File: src/emf_consts.svh
// constants of the ethernet mac fifo and checksum block
// ----------------------------------------
// Contract
// - each tx frame picks checksum insertion through descriptor word zero control field.
// - ipv6 frame without tcp, udp or icmp payload passes unmodified.
// - rx parser steps over hop-by-hop, routing and destination options headers.
// - routing and destination repeat freely; hop-by-hop valid only right after main header.
// - tx flush stops data mid-frame, read state goes idle, then resumes.
// - flush one cycle after tx status must not leave controller stuck idle.
// - reset returns the tx read controller to normal operation.
// - store-and-forward starts a frame only when whole packet is in fifo.
// - tx data stays intact while fifo toggles empty and non-empty.
// - with crc insertion, fcs is computed over sent data and appended.
// - threshold mode overflow when non-eof word arrives with two locations free.
// - overflow sets the error bit of rx descriptor word zero.
// - overflow reported right, unread data never overwritten, also for length 4n+1.
// - rmii 50 mhz reference divided by two at 100m, twenty at 10m.
// - mii mode uses pad clock directly with no division.
// - counter of rx frames with crc error, readable.
// - counter of rx good unicast frames, readable.
// ----------------------------------------
`ifndef EMF_CONSTS_SVH
`define EMF_CONSTS_SVH
`define EMF_REG_CTRL 4'h0
`define EMF_REG_STAT 4'h1
`define EMF_REG_CRCERR 4'h2
`define EMF_REG_UCAST 4'h3
`define EMF_REG_RXDESC 4'h4
`define EMF_REG_OPMODE 4'h5
`define EMF_REG_TXDESC 4'h6
`define EMF_REG_ID 4'h7
`define EMF_ID_VALUE 32'h00c0ffee
`define EMF_TSF_BIT 0
`define EMF_RSF_BIT 1
`define EMF_FLUSH_BIT 0
`define EMF_RMII_BIT 1
`define EMF_SPEED100_BIT 2
`define EMF_CIC_LO 22
`define EMF_CIC_HI 23
`define EMF_CRCDIS_BIT 27
`define EMF_OE_BIT 11
`define EMF_FIFO_DEPTH 16
`define EMF_FIFO_AW 4
`define EMF_OVF_FREE 5'h02
`define EMF_DIV100 5'h02
`define EMF_DIV10 5'h14
`define EMF_NH_HOP 8'h00
`define EMF_NH_ROUTE 8'h2b
`define EMF_NH_DEST 8'h3c
`define EMF_NH_TCP 8'h06
`define EMF_NH_UDP 8'h11
`define EMF_NH_ICMP 8'h3a
`define EMF_CRC_INIT 32'hffffffff
`define EMF_CRC_POLY 32'hedb88320
`endif

File: src/emf_pkg.sv
// types shared by the ethernet mac fifo and checksum block
package emf_pkg;
  typedef enum logic [1:0] {
    EMF_RD_IDLE = 2'b00,
    EMF_RD_WAIT = 2'b01,
    EMF_RD_SEND = 2'b10,
    EMF_RD_STAT = 2'b11
  } emf_rd_e;
  typedef struct packed {
    logic [31:0] data;
    logic [1:0] nbytes;
    logic sof;
    logic eof;
  } emf_word_s;
  typedef struct packed {
    logic [3:0] addr;
    logic [31:0] wdata;
    logic wr;
    logic rd;
  } emf_bus_s;
endpackage

File: src/emf_mac.sv
// ethernet mac datapath: tx fifo, checksum decision, rx fifo, counters
//
// The address-and-strobe port and the register addresses were decided locally.
`timescale 1ns/1ps
`include "emf_consts.svh"
module emf_mac
  import emf_pkg::*;
(
  // clock and reset
  input wire logic clk,
  input wire logic sys_rst,
  // register port
  input wire logic [3:0] reg_addr,
  input wire logic [31:0] reg_wdata,
  input wire logic reg_wr,
  input wire logic reg_rd,
  output logic [31:0] reg_rdata,
  // tx words from dma
  input wire logic tx_in_valid,
  input wire emf_word_s tx_in,
  output logic tx_in_ready,
  // tx bytes to phy side
  output logic tx_out_valid,
  output logic [7:0] tx_out_byte,
  output logic tx_out_last,
  output logic tx_csum_insert,
  output logic tx_status,
  // rx words from phy side (pin domain)
  input wire logic rx_in_valid,
  input wire emf_word_s rx_in,
  input wire logic rx_crc_bad,
  input wire logic rx_unicast,
  // rx words to dma
  input wire logic rx_out_ready,
  output logic rx_out_valid,
  output emf_word_s rx_out,
  output logic rx_hdr_ok,
  // link clock enable
  output logic link_tick
);
  // ----------------------------------------
  // register port
  // ----------------------------------------
  logic [31:0] opmode;
  logic [31:0] ctrl;
  logic [31:0] txdesc;
  logic [31:0] rxdesc;
  logic [31:0] crc_err_cnt;
  logic [31:0] ucast_cnt;
  logic flush;
  emf_rd_e rd_state;
  wire logic wr_ctrl = reg_wr && reg_addr == `EMF_REG_CTRL;
  wire logic wr_op = reg_wr && reg_addr == `EMF_REG_OPMODE;
  wire logic wr_txd = reg_wr && reg_addr == `EMF_REG_TXDESC;
  wire logic wr_rxd = reg_wr && reg_addr == `EMF_REG_RXDESC;
  logic [31:0] rd_mux;
  always_comb begin
    case (reg_addr)
      `EMF_REG_CTRL: rd_mux = ctrl;
      `EMF_REG_STAT: rd_mux = {30'h00000000, rd_state};
      `EMF_REG_CRCERR: rd_mux = crc_err_cnt;
      `EMF_REG_UCAST: rd_mux = ucast_cnt;
      `EMF_REG_RXDESC: rd_mux = rxdesc;
      `EMF_REG_OPMODE: rd_mux = opmode;
      `EMF_REG_TXDESC: rd_mux = txdesc;
      `EMF_REG_ID: rd_mux = `EMF_ID_VALUE;
      default: rd_mux = 32'h00000000;
    endcase
  end
  always_ff @(posedge clk) begin
    if (sys_rst) begin
      reg_rdata <= 32'h00000000;
      opmode <= 32'h00000000;
      ctrl <= 32'h00000000;
      txdesc <= 32'h00000000;
    end else begin
      reg_rdata <= reg_rd ? rd_mux : 32'h00000000;
      if (wr_op) opmode <= reg_wdata;
      if (wr_ctrl) ctrl <= {reg_wdata[31:1], 1'b0};
      if (wr_txd) txdesc <= reg_wdata;
    end
  end
  // flush is a one-cycle strobe from the control write
  assign flush = wr_ctrl && reg_wdata[`EMF_FLUSH_BIT];
  wire logic tx_store_forward_enable = opmode[`EMF_TSF_BIT];
  wire logic rsf = opmode[`EMF_RSF_BIT];
  // ----------------------------------------
  // tx fifo
  // ----------------------------------------
  emf_word_s tx_mem [`EMF_FIFO_DEPTH];
  logic [`EMF_FIFO_AW:0] tx_wp;
  logic [`EMF_FIFO_AW:0] tx_rp;
  logic [`EMF_FIFO_AW:0] tx_eofs;
  wire logic tx_empty = tx_wp == tx_rp;
  wire logic tx_full = (tx_wp - tx_rp) == 5'(`EMF_FIFO_DEPTH);
  wire logic tx_push = tx_in_valid && !tx_full;
  wire emf_word_s tx_head = tx_mem[tx_rp[`EMF_FIFO_AW-1:0]];
  logic [1:0] bsel;
  logic tx_pop;
  // ready comes from the next fill so it stays equal to not-full
  wire logic [`EMF_FIFO_AW:0] next_tx_fill = tx_wp - tx_rp + 5'(tx_push) - 5'(tx_pop);
  always_ff @(posedge clk) begin
    if (tx_push) tx_mem[tx_wp[`EMF_FIFO_AW-1:0]] <= tx_in;
  end
  always_ff @(posedge clk) begin
    if (sys_rst || flush) begin
      tx_wp <= 5'h00;
      tx_rp <= 5'h00;
      tx_eofs <= 5'h00;
      tx_in_ready <= 1'b1;
    end else begin
      if (tx_push) tx_wp <= tx_wp + 5'h01;
      if (tx_pop) tx_rp <= tx_rp + 5'h01;
      tx_eofs <= tx_eofs + 5'(tx_push && tx_in.eof) - 5'(tx_pop && tx_head.eof);
      tx_in_ready <= next_tx_fill != 5'(`EMF_FIFO_DEPTH);
    end
  end
  // ----------------------------------------
  // tx read controller
  // ----------------------------------------
  // whole frame held, or threshold mode with any data; fifo running dry just stalls
  wire logic can_start = tx_store_forward_enable ? (tx_eofs != 5'h00) : !tx_empty;
  wire logic last_byte = bsel == (tx_head.nbytes - 2'h1);
  logic fcs_phase;
  // a queued frame must not be drained while the fcs bytes go out
  wire logic sending = rd_state == EMF_RD_SEND && !fcs_phase && !tx_empty && !flush;
  assign tx_pop = sending && last_byte;
  wire logic frame_end = tx_pop && tx_head.eof;
  wire logic crc_on = !txdesc[`EMF_CRCDIS_BIT];
  logic [1:0] fcs_idx;
  logic [31:0] fcs;
  emf_rd_e next_rd;
  always_comb begin
    case (rd_state)
      EMF_RD_IDLE: next_rd = can_start ? EMF_RD_SEND : EMF_RD_IDLE;
      EMF_RD_WAIT: next_rd = EMF_RD_IDLE;
      EMF_RD_SEND: next_rd = frame_end && !crc_on ? EMF_RD_STAT : EMF_RD_SEND;
      EMF_RD_STAT: next_rd = EMF_RD_WAIT;
      default: next_rd = EMF_RD_IDLE;
    endcase
  end
  // flush always lands in idle and idle re-evaluates every cycle, so no stuck case
  always_ff @(posedge clk) begin
    if (sys_rst) begin
      rd_state <= EMF_RD_IDLE;
      bsel <= 2'h0;
      fcs_phase <= 1'b0;
      fcs_idx <= 2'h0;
    end else if (flush) begin
      rd_state <= EMF_RD_IDLE;
      bsel <= 2'h0;
      fcs_phase <= 1'b0;
      fcs_idx <= 2'h0;
    end else if (fcs_phase) begin
      fcs_idx <= fcs_idx + 2'h1;
      if (fcs_idx == 2'h3) begin
        fcs_phase <= 1'b0;
        rd_state <= EMF_RD_STAT;
      end
    end else begin
      rd_state <= next_rd;
      if (sending) bsel <= last_byte ? 2'h0 : bsel + 2'h1;
      if (frame_end && crc_on) fcs_phase <= 1'b1;
    end
  end
  wire logic [7:0] cur_byte = tx_head.data[8*bsel +: 8];
  wire logic first_byte = tx_head.sof && bsel == 2'h0;
  emf_crc32 u_crc (
    .clk(clk),
    .sys_rst(sys_rst),
    .start(first_byte),
    .byte_en(sending),
    .byte_in(cur_byte),
    .crc(fcs)
  );
  // ----------------------------------------
  // tx checksum decision on the frame head
  // ----------------------------------------
  // byte 12..13 ethertype, byte 20 ipv6 next header, in word 3 and 5
  logic is_v6;
  logic [7:0] v6_nh;
  wire logic nh_l4 = v6_nh == `EMF_NH_TCP || v6_nh == `EMF_NH_UDP || v6_nh == `EMF_NH_ICMP;
  wire logic cic_on = txdesc[`EMF_CIC_HI:`EMF_CIC_LO] != 2'h0;
  logic [2:0] txw;
  always_ff @(posedge clk) begin
    if (sys_rst || flush) begin
      txw <= 3'h0;
      is_v6 <= 1'b0;
      v6_nh <= 8'hff;
    end else if (tx_pop) begin
      txw <= tx_head.eof ? 3'h0 : (txw == 3'h7 ? txw : txw + 3'h1);
      if (txw == 3'h3) is_v6 <= tx_head.data[15:0] == 16'hdd86;
      if (txw == 3'h5) v6_nh <= tx_head.data[7:0];
    end
  end
  // ----------------------------------------
  // tx outputs
  // ----------------------------------------
  always_ff @(posedge clk) begin
    if (sys_rst) begin
      tx_out_valid <= 1'b0;
      tx_out_byte <= 8'h00;
      tx_out_last <= 1'b0;
      tx_status <= 1'b0;
      tx_csum_insert <= 1'b0;
    end else begin
      tx_out_valid <= sending || fcs_phase;
      tx_out_byte <= fcs_phase ? fcs[8*fcs_idx +: 8] : cur_byte;
      tx_out_last <= fcs_phase ? fcs_idx == 2'h3 : frame_end && !crc_on;
      tx_status <= rd_state == EMF_RD_STAT;
      // v6 without l4 payload goes out untouched
      tx_csum_insert <= cic_on && (!is_v6 || nh_l4);
    end
  end
  // ----------------------------------------
  // rx input synchronisers
  // ----------------------------------------
  logic [1:0] rxv_s;
  emf_word_s rxd_s0;
  emf_word_s rxd_s1;
  logic [1:0] rxb_s0;
  logic [1:0] rxb_s1;
  always_ff @(posedge clk) begin
    rxv_s <= {rxv_s[0], rx_in_valid};
    rxd_s0 <= rx_in;
    rxd_s1 <= rxd_s0;
    rxb_s0 <= {rx_crc_bad, rx_unicast};
    rxb_s1 <= rxb_s0;
  end
  wire logic rxv = rxv_s[1];
  // ----------------------------------------
  // rx fifo with threshold overflow
  // ----------------------------------------
  emf_word_s rx_mem [`EMF_FIFO_DEPTH];
  logic [`EMF_FIFO_AW:0] rx_wp;
  logic [`EMF_FIFO_AW:0] rx_rp;
  logic ovf_drop;
  wire logic [`EMF_FIFO_AW:0] rx_free = 5'(`EMF_FIFO_DEPTH) - (rx_wp - rx_rp);
  // non-eof word with two free declares overflow; eof keeps a spare slot
  wire logic ovf_hit = rxv && !rxd_s1.eof && rx_free <= `EMF_OVF_FREE && !rsf;
  wire logic rx_push = rxv && !ovf_hit && !ovf_drop && rx_free != 5'h00;
  wire logic rx_pop = rx_out_valid && rx_out_ready;
  always_ff @(posedge clk) begin
    if (rx_push) rx_mem[rx_wp[`EMF_FIFO_AW-1:0]] <= rxd_s1;
  end
  always_ff @(posedge clk) begin
    if (sys_rst) begin
      rx_wp <= 5'h00;
      rx_rp <= 5'h00;
      ovf_drop <= 1'b0;
      rxdesc <= 32'h00000000;
    end else begin
      if (rx_push) rx_wp <= rx_wp + 5'h01;
      if (rx_pop) rx_rp <= rx_rp + 5'h01;
      // drop rest of frame; eof closes it, the flag still set whatever the length
      if (rxv && rxd_s1.eof) ovf_drop <= 1'b0;
      else if (ovf_hit) ovf_drop <= 1'b1;
      // hardware set of the overflow bit wins over a software write
      if (wr_rxd) rxdesc <= reg_wdata;
      if (ovf_hit || (ovf_drop && rxv)) rxdesc[`EMF_OE_BIT] <= 1'b1;
    end
  end
  always_ff @(posedge clk) begin
    if (sys_rst) begin
      rx_out_valid <= 1'b0;
      rx_out <= '0;
    end else if (!rx_out_valid || rx_out_ready) begin
      rx_out_valid <= (rx_wp != rx_rp) && !(rx_pop && rx_wp == rx_rp + 5'h01);
      rx_out <= rx_mem[rx_rp[`EMF_FIFO_AW-1:0] + (rx_pop ? 4'h1 : 4'h0)];
    end
  end
  // ----------------------------------------
  // rx ipv6 extension header walk
  // ----------------------------------------
  // header walk is done on words 5 to 14; extension length ignored, small model
  logic [3:0] rxw;
  logic seen_ext;
  logic hdr_ok;
  wire logic [7:0] rx_nh = rxd_s1.data[7:0];
  wire logic nh_hop = rx_nh == `EMF_NH_HOP;
  wire logic nh_rd = rx_nh == `EMF_NH_ROUTE || rx_nh == `EMF_NH_DEST;
  always_ff @(posedge clk) begin
    if (sys_rst) begin
      rxw <= 4'h0;
      seen_ext <= 1'b0;
      hdr_ok <= 1'b1;
      rx_hdr_ok <= 1'b0;
    end else if (rxv) begin
      rxw <= rxd_s1.eof ? 4'h0 : (rxw == 4'hf ? rxw : rxw + 4'h1);
      if (rxd_s1.sof) begin
        seen_ext <= 1'b0;
        hdr_ok <= 1'b1;
      end else if (rxw >= 4'h5 && rxw < 4'hf) begin
        if (nh_hop && seen_ext) hdr_ok <= 1'b0;
        if (nh_hop || nh_rd) seen_ext <= 1'b1;
      end
      if (rxd_s1.eof) rx_hdr_ok <= hdr_ok;
    end
  end
  // ----------------------------------------
  // management counters
  // ----------------------------------------
  wire logic rx_eof = rxv && rxd_s1.eof;
  always_ff @(posedge clk) begin
    if (sys_rst) begin
      crc_err_cnt <= 32'h00000000;
      ucast_cnt <= 32'h00000000;
    end else if (rx_eof) begin
      if (rxb_s1[1]) crc_err_cnt <= crc_err_cnt + 32'h1;
      if (!rxb_s1[1] && rxb_s1[0]) ucast_cnt <= ucast_cnt + 32'h1;
    end
  end
  // ----------------------------------------
  // rmii reference divider
  // ----------------------------------------
  emf_rmii_div u_div (
    .clk(clk),
    .sys_rst(sys_rst),
    .rmii_mode(ctrl[`EMF_RMII_BIT]),
    .speed100(ctrl[`EMF_SPEED100_BIT]),
    .tick(link_tick)
  );
endmodule // emf_mac

File: src/emf_crc32.sv
// byte-wise crc32 engine for the frame check sequence
`timescale 1ns/1ps
`include "emf_consts.svh"
module emf_crc32
  import emf_pkg::*;
(
  // clock and reset
  input wire logic clk,
  input wire logic sys_rst,
  // control
  input wire logic start,
  input wire logic byte_en,
  input wire logic [7:0] byte_in,
  // result
  output logic [31:0] crc
);
  function automatic logic [31:0] crc_byte(input logic [31:0] c, input logic [7:0] d);
    logic [31:0] r;
    r = c ^ {24'h000000, d};
    for (int i = 0; i < 8; i++) begin
      r = r[0] ? ((r >> 1) ^ `EMF_CRC_POLY) : (r >> 1);
    end
    return r;
  endfunction
  logic [31:0] state;
  wire logic [31:0] next_state = start ? crc_byte(`EMF_CRC_INIT, byte_in)
                                       : crc_byte(state, byte_in);
  always_ff @(posedge clk) begin
    if (sys_rst) begin
      state <= `EMF_CRC_INIT;
    end else if (byte_en) begin
      state <= next_state;
    end
  end
  assign crc = ~state;
endmodule // emf_crc32

File: src/emf_rmii_div.sv
// link clock enable divider for rmii and mii
`timescale 1ns/1ps
`include "emf_consts.svh"
module emf_rmii_div
  import emf_pkg::*;
(
  // clock and reset
  input wire logic clk,
  input wire logic sys_rst,
  // mode
  input wire logic rmii_mode,
  input wire logic speed100,
  // tick out
  output logic tick
);
  logic [4:0] cnt;
  // divide by two or twenty in rmii, pass every cycle in mii
  wire logic [4:0] div = speed100 ? `EMF_DIV100 : `EMF_DIV10;
  wire logic wrap = (cnt >= div - 5'h01);
  always_ff @(posedge clk) begin
    if (sys_rst) begin
      cnt <= 5'h00;
      tick <= 1'b0;
    end else if (!rmii_mode) begin
      cnt <= 5'h00;
      tick <= 1'b1;
    end else begin
      cnt <= wrap ? 5'h00 : cnt + 5'h01;
      tick <= wrap;
    end
  end
endmodule // emf_rmii_div

File: config.mk
export PLATFORM = sky130hd
export DESIGN_NAME = emf_mac
export DESIGN_NICKNAME = d
export VERILOG_FILES = /design/src/emf_pkg.sv /design/src/emf_mac.sv /design/src/emf_crc32.sv /design/src/emf_rmii_div.sv
export VERILOG_INCLUDE_DIRS = /design/src
export SDC_FILE = /design/constraint.sdc
export NUM_CORES = 2
export LEC_CHECK = 0
export BUFFER_PORTS_ARGS = -buffer_cell sky130_fd_sc_hd__buf_2
export CAP_MARGIN = 25
export CORE_MARGIN = 5
export CORE_UTILIZATION = 56
export DETAILED_ROUTE_END_ITERATION = 6
export PLACE_DENSITY = 0.76
export SYNTH_ARGS = -nofsm -noshare
export SYNTH_HDL_FRONTEND = slang
export SYNTH_SLANG_ARGS = --single-unit
File: constraint.sdc
create_clock -name clk -period 6 [get_ports clk]
set_clock_uncertainty 0.1 [all_clocks]
set_input_delay 0.3 -clock clk [delete_from_list [all_inputs] [get_ports clk]]
set_output_delay 0.3 -clock clk [all_outputs]
set_load 0.05 [all_outputs]
* After elaboration in Yosys (flattened, before gate mapping) *
Memories as Yosys holds them, arrays and structs flattened. A register that Yosys moved wholly into a read port is not among the register bits.
Cells that the tools add are included.

storage, ports and cells
  register bits = 405
  bits in writable memories = 1152
  input port bits = 117
  output and inout port bits = 84
  logic and storage cells = 255
  memories = 2

memories
  memory  words  bits a word  rd ports  clocked after Yosys merged registers in  wr ports  RTL line        text
  rx_mem  16     36           1         1                                        1         emf_mac.sv:234  emf_word_s rx_mem [`EMF_FIFO_DEPTH];
  tx_mem  16     36           1         1                                        1         emf_mac.sv:90   emf_word_s tx_mem [`EMF_FIFO_DEPTH];

cells by class
  add/sub/neg operators = 21
  order comparisons = 4
  eq/ne operators = 30
  shifts and indexed selects = 2
  multiplexer cells = 51
  bitwise operators = 22
  reduce and logical (&&, ||, !) cells = 77

operator list
  kind                                            count
  2-to-1 mux 32 bit                               17
  case mux 32 bit (8 select lines)                1
  NOT 13 -> 14 bit                                16
  adder 32 x 1 -> 32 bit (second input constant)  2
  indexed part select 32 x 6 -> 8 bit             2
  NOT 32 bit                                      1
  NOT 8 -> 32 bit                                 1
  XOR 32 x 8 -> 32 bit                            1
  logical AND 1 bit                               30
  adder 5 x 1 -> 5 bit (second input constant)    5
  == test 8 x 6 -> 1 bit (second input constant)  3
  2-to-1 mux 1 bit                                19
  == test 16 bit (second input constant)          1
  == test 4 x 3 -> 1 bit (second input constant)  4
  2-to-1 mux 4 bit                                4
  AND reduction 2 bit                             8
  logical NOT 1 bit                               13
  2-to-1 mux 12 bit                               1
  adder 5 x 1 -> 5 bit                            2
  == test 5 bit                                   2
  nonzero test 2 bit                              5
  nonzero test 5 bit                              2
  subtractor 5 x 1 -> 5 bit                       2
  subtractor 5 bit                                2
  39 further kinds                                63

* Depth between registers and ports, before layout *
  word-level depth = 19
  depth in mapped cells = 21
  depth with buffers taken out = 20

* Modules after synthesis *
From an unflattened synthesis, not the netlist that was laid out.

second synthesis, totals
  cells, all modules = 3934
  area, all modules = 63053.0 µm²

by module, submodules not included
  module        instances  cells an instance  area each (µm²)  seq. area each (µm²)
  emf_mac       1          3566               59858.7          42741.0
  emf_crc32     1          343                2921.6           640.6
  emf_rmii_div  1          25                 272.8            120.1

* Worst setup path after synthesis *
No wires, ideal clock.

  path type = flip-flop to flip-flop
  start = reg rx_wp[2]
  end = mem rx_mem[3][0] (netlist name) (enable)
  library setup time = 0.474 ns
  data arrival time = 5.749 ns
  required time = 5.426 ns
  path slack = -0.322 ns
  stages on the path, launching flop included = 14
  path buffers = 1
  period minus slack after synthesis = 6.322 ns
  path through = dfxtp_1 buf_1 inv_1 ha_1 inv_1 fa_1 nor2b_1 or2_2 a211o_1 o2111ai_1 nor2_1 nor3b_1 nand2_1 nor3_1

on the way
  longest elaborated chain between the ends = 11
  elaborated cells between the ends (all ways) = 12
  classes of those cells = 2 x add/sub; 1 x order compare; 2 x mux; 7 x reduce/logical

ends and longest elaborated chain
  element                                        RTL line        text
  start, declared                                emf_mac.sv:235  logic [`EMF_FIFO_AW:0] rx_wp;
  start signal, assigned                         emf_mac.sv:253  if (rx_push) rx_wp <= rx_wp + 5'h01;
  subtractor 5 bit (2 in a row)                  emf_mac.sv:238  wire logic [`EMF_FIFO_AW:0] rx_free = 5'(`EMF_FIFO_DEPTH) - (rx_wp - rx_rp);
  <= comparator 5 x 2 -> 1 bit (no source line)  -
  logical AND 1 bit (no source line)             -
  logical AND 1 bit                              emf_mac.sv:240  wire logic ovf_hit = rxv && !rxd_s1.eof && rx_free <= `EMF_OVF_FREE && !rsf;
  logical NOT 1 bit                              emf_mac.sv:241  wire logic rx_push = rxv && !ovf_hit && !ovf_drop && rx_free != 5'h00;
  logical AND 1 bit (3 in a row)                 emf_mac.sv:241
  2-to-1 mux 1 bit (2 in a row)                  emf_mac.sv:244  if (rx_push) rx_mem[rx_wp[`EMF_FIFO_AW-1:0]] <= rxd_s1;
  end, declared                                  emf_mac.sv:234

Several ways; a longest one is shown, not always the timed one.

* Final worst setup path *
  start = reg rx_wp[2]
  end = mem rx_mem[15][27] (netlist name) (enable)

The elaborated chain is that of the path after synthesis.

==> flow_metrics.py <==
metrics = {
    "synth": {
        "ys_ff_latch": 1597,
        "ys_types": 82,
        "postSynthCellCount": 3966,
        "ys.flop_type": "edfxtp_1",
        "synth_area_sq_um": 62660,
        "async_flop_share_pct": 0,
        "synth_enable_flop_cells": 1152,
        "ys_warn_count": 0,
        "syn_nets": 4136,
        "yosysSeqAreaShare_pct": 69.43,
        "synth.avg_cell_area_sq_um": 15.80,
    },
    "die": {
        "die_y_microns": 344.5,
        "fp.dieArea_sq_um": 118700,
        "dieWidth_microns": 344.5,
        "num_io_pins": 201,
        "placementRows": 122,
        "initial_utilization_pct": 56.46,
        "coreArea_sq_um": 111000,
    },
    "cts": {
        "postCtsSetupBuffers": 0,
        "cts_resized": 0,
        "numCtsBuffers": 157,
        "cts_sinks": 1597,
        "root_buffer": "clkbuf_16",
        "cts_buffer_depth": 3,
        "hold_buffers": 114,
        "clk-insertion-delay-late_ns": 0.76,
        "cts.htree.levels": 4,
        "cts_tree": "built",
        "clkTransAtPathRegs_ns": 0.06,
    },
    "critical_path": {
        "crit_family": "simple AND/OR/NAND/NOR gates",
        "r2r_end": "rx_mem[15][27]",
        "critical_path.max_stage_delay_ns": 0.82,
        "worstSetupStartpointType": "flip-flop",
        "r2r_setup_slack_ns": 1.10,
        "cp.required_ns": 6.33,
        "critPathCaptureType": "flip-flop",
        "timing.rr.start": "rx_wp[2]",
        "path_max_fanout": 18,
        "cp.buffers_inverters": 4,
        "reg2reg_depth": 14,
        "worst_path_max_delay_cell": "nor2_4",
        "cp.arrival_ns": 5.23,
        "crit_cells": 14,
        "crit_type": "reg2reg",
        "cp_cell_sequence": "inv_1 > ha_1 > inv_1 > fa_1 > nor2b_1 > or2_2 > a211o_1 > o2111ai_1 > nor2_1 > nor3b_1 > buf_4 > nand2_1 > nor2_4 > buf_4",
    },
    "sta": {
        "setup_viol": 0,
        "setup_tns_ns": 0,
        "relSlewSlack_pct": 28.80,
        "slew_violations": 0,
        "setup_ws_ns": 1.098,
        "fmax_mhz": 204.0,
        "final_hold_viol_count": 0,
        "fin_crit_ns": 4.902,
        "worst_pin_slew_ns": 1.068,
        "period_share_pct": 81.69,
        "hold_slack_ns": 0.07530,
        "rsz0062_at_grt": "false",
    },
    "hold_path": {
        "hp-start": "reg_rd",
        "hold_path_end": "reg_rdata[3]",
        "whs_path_depth": 4,
        "hold_class": "in2reg",
    },
    "layout": {
        "utilization_pct": 64.93,
        "regArea_sq_um": 43510,
        "area_delta_synth_final_pct": 15.00,
        "drive_gt1_share_pct": 20.46,
        "final_common_cell": "edfxtp_1",
        "multiInputGateArea_sq_um": 18350,
        "n_fill_cell": 7482,
        "layout.nets": 4482,
        "design_area_sq_um": 72060,
        "mostFrequentLayoutCells": "edfxtp_1 (1,152), nand2_1 (493), dfxtp_1 (441)",
    },
    "global_routing": {
        "antenna_found_initial": 5,
        "grt_start_max_net_pins": 81,
        "grt_pass1_wl_mm": 231.1,
        "grt_remaining_overflow": 0,
        "track_usage_pct": 25.92,
        "grt_pass1_vias": 36369,
    },
    "detailed_routing": {
        "dr.pass1.iters": 7,
        "post_drt_wl_per_cell_microns": 25.97,
        "vias": 36319,
        "drt_iter0_markers": 4116,
        "drc": 2,
        "detail-route-antenna-nets": 0,
        "routed_via_density": 6.123,
        "wl_mm": 154.0,
    },
    "placed_design": {
        "dpl-instance-area_sq_um": 65700,
        "place_ws_ns": 1.157,
        "routabilityCongestion": 0.8539,
        "numPortBuffers": 200,
        "dpl.hpwl_mm": 87.05,
    },
    "power": {
        "peakVddDrop_mv": 0.2832,
        "p_leak_nw": 23.84,
        "pwr_density_cell_nw_per_um2": 371.2,
    },
    "outcome": {
        "status": "complete, but fails checks",
        "violations": "DRC",
    },
    "job": {
        "cap_violations": 0,
    },
}
[worst max-delay path by stage]
| stage | start | endpoint |
|---|---|---|
| after CTS | rx_wp[2] | rx_mem[15][23] |
| final | rx_wp[2] | rx_mem[15][27] |
| after global placement | rx_wp[2] | rx_mem[15][13] |
| after detailed placement | rx_wp[2] | rx_mem[15][15] |
| after global routing | rx_wp[2] | rx_mem[15][27] |
| after floorplan | rx_wp[2] | rx_mem[0][0] |
[stage by stage]
step           total power [mW]  std cells
2_1_floorplan             15.80       3966
3_3_place_gp              16.90       5525
6_report                  26.74       5932
4_1_cts                   26.87       5929
5_1_grt                   27.69       5931
3_5_place_dp              16.96       5526
[flip-flops by register name, indices dropped and copies added (netlist names), 36 cells and up, named ones only]
name    count
rxd_s0     36
rx_out     36
rx_mem    576
tx_mem    576
[cells by family (layout without fill, tap and decap cells)]
group                      Yosys count  count (layout)  synth area share, %
xor gates and xnor gates           222             222                3.345
and+or+nand+nor                    902             902                6.208
AOI/OAI and AO/OA                  501             501                4.958
DFF                               1597            1597                69.43
buffers and inverters              259             735                1.797
other                                0               2                    0
adders and majority gates           53              53                1.106
muxes                              432             432                13.16
[layout make-up]
cell class                 count  share of cell area [%]
clock buffer                 214                   6.090
timing repair buffer         402                   4.103
inverter                      44                  0.2292
antenna                        2                0.006946
clock inverter                75                   1.137
multi-input combinational   2110                   25.46
sequential                  1597                   60.39
tap                         1488                   2.584
[Yosys cell counts (15+ instances only)]
cell,number,share of area (%)
a211oi_1,15,0.18
a21oi_1,244,1.9
a22oi_1,82,0.98
a31oi_1,28,0.28
and3_1,26,0.26
buf_1,16,0.096
buf_2,20,0.16
clkbuf_1,157,0.94
dfxtp_1,445,14
edfxtp_1,1152,55
ha_1,49,0.98
inv_1,41,0.25
mux2_2,20,0.36
mux2i_1,102,1.6
mux4_2,300,11
nand2_1,495,3.0
nand2b_1,18,0.18
nand3_1,53,0.42
nand4_1,23,0.23
nor2_1,189,1.1
nor2b_1,18,0.18
nor3_1,20,0.16
o211ai_1,24,0.29
o21ai_0,37,0.30
o22ai_1,17,0.17
or3_1,16,0.16
xnor2_1,122,1.7
xor2_1,88,1.2
[layer usage]
metal | global-route usage [%] | share of wire (%) | up-vias
li1 | - | - | 15801
met1 | 35.53 | 39 | 18369
met2 | 43.07 | 50 | 1827
met3 | 4.505 | 8.1 | 320
met4 | 8.048 | 3.1 | 2
met5 | 0 | 0.0084 | -
[worst min-delay path: stages]
cell and delay, ns:
buf_2 0.08, nand2_1 0.04, buf_4 0.28, a21oi_1 0.18
[power breakdown]
part | total, mW | internal [mW] | switching [mW]
clock network | 9.88 | 5.68 | 4.20
registers | 12.6 | 12.3 | 0.299
logic | 4.26 | 1.83 | 2.43
total | 26.7 | 19.8 | 6.92
Power figures use the tool's default switching activity.
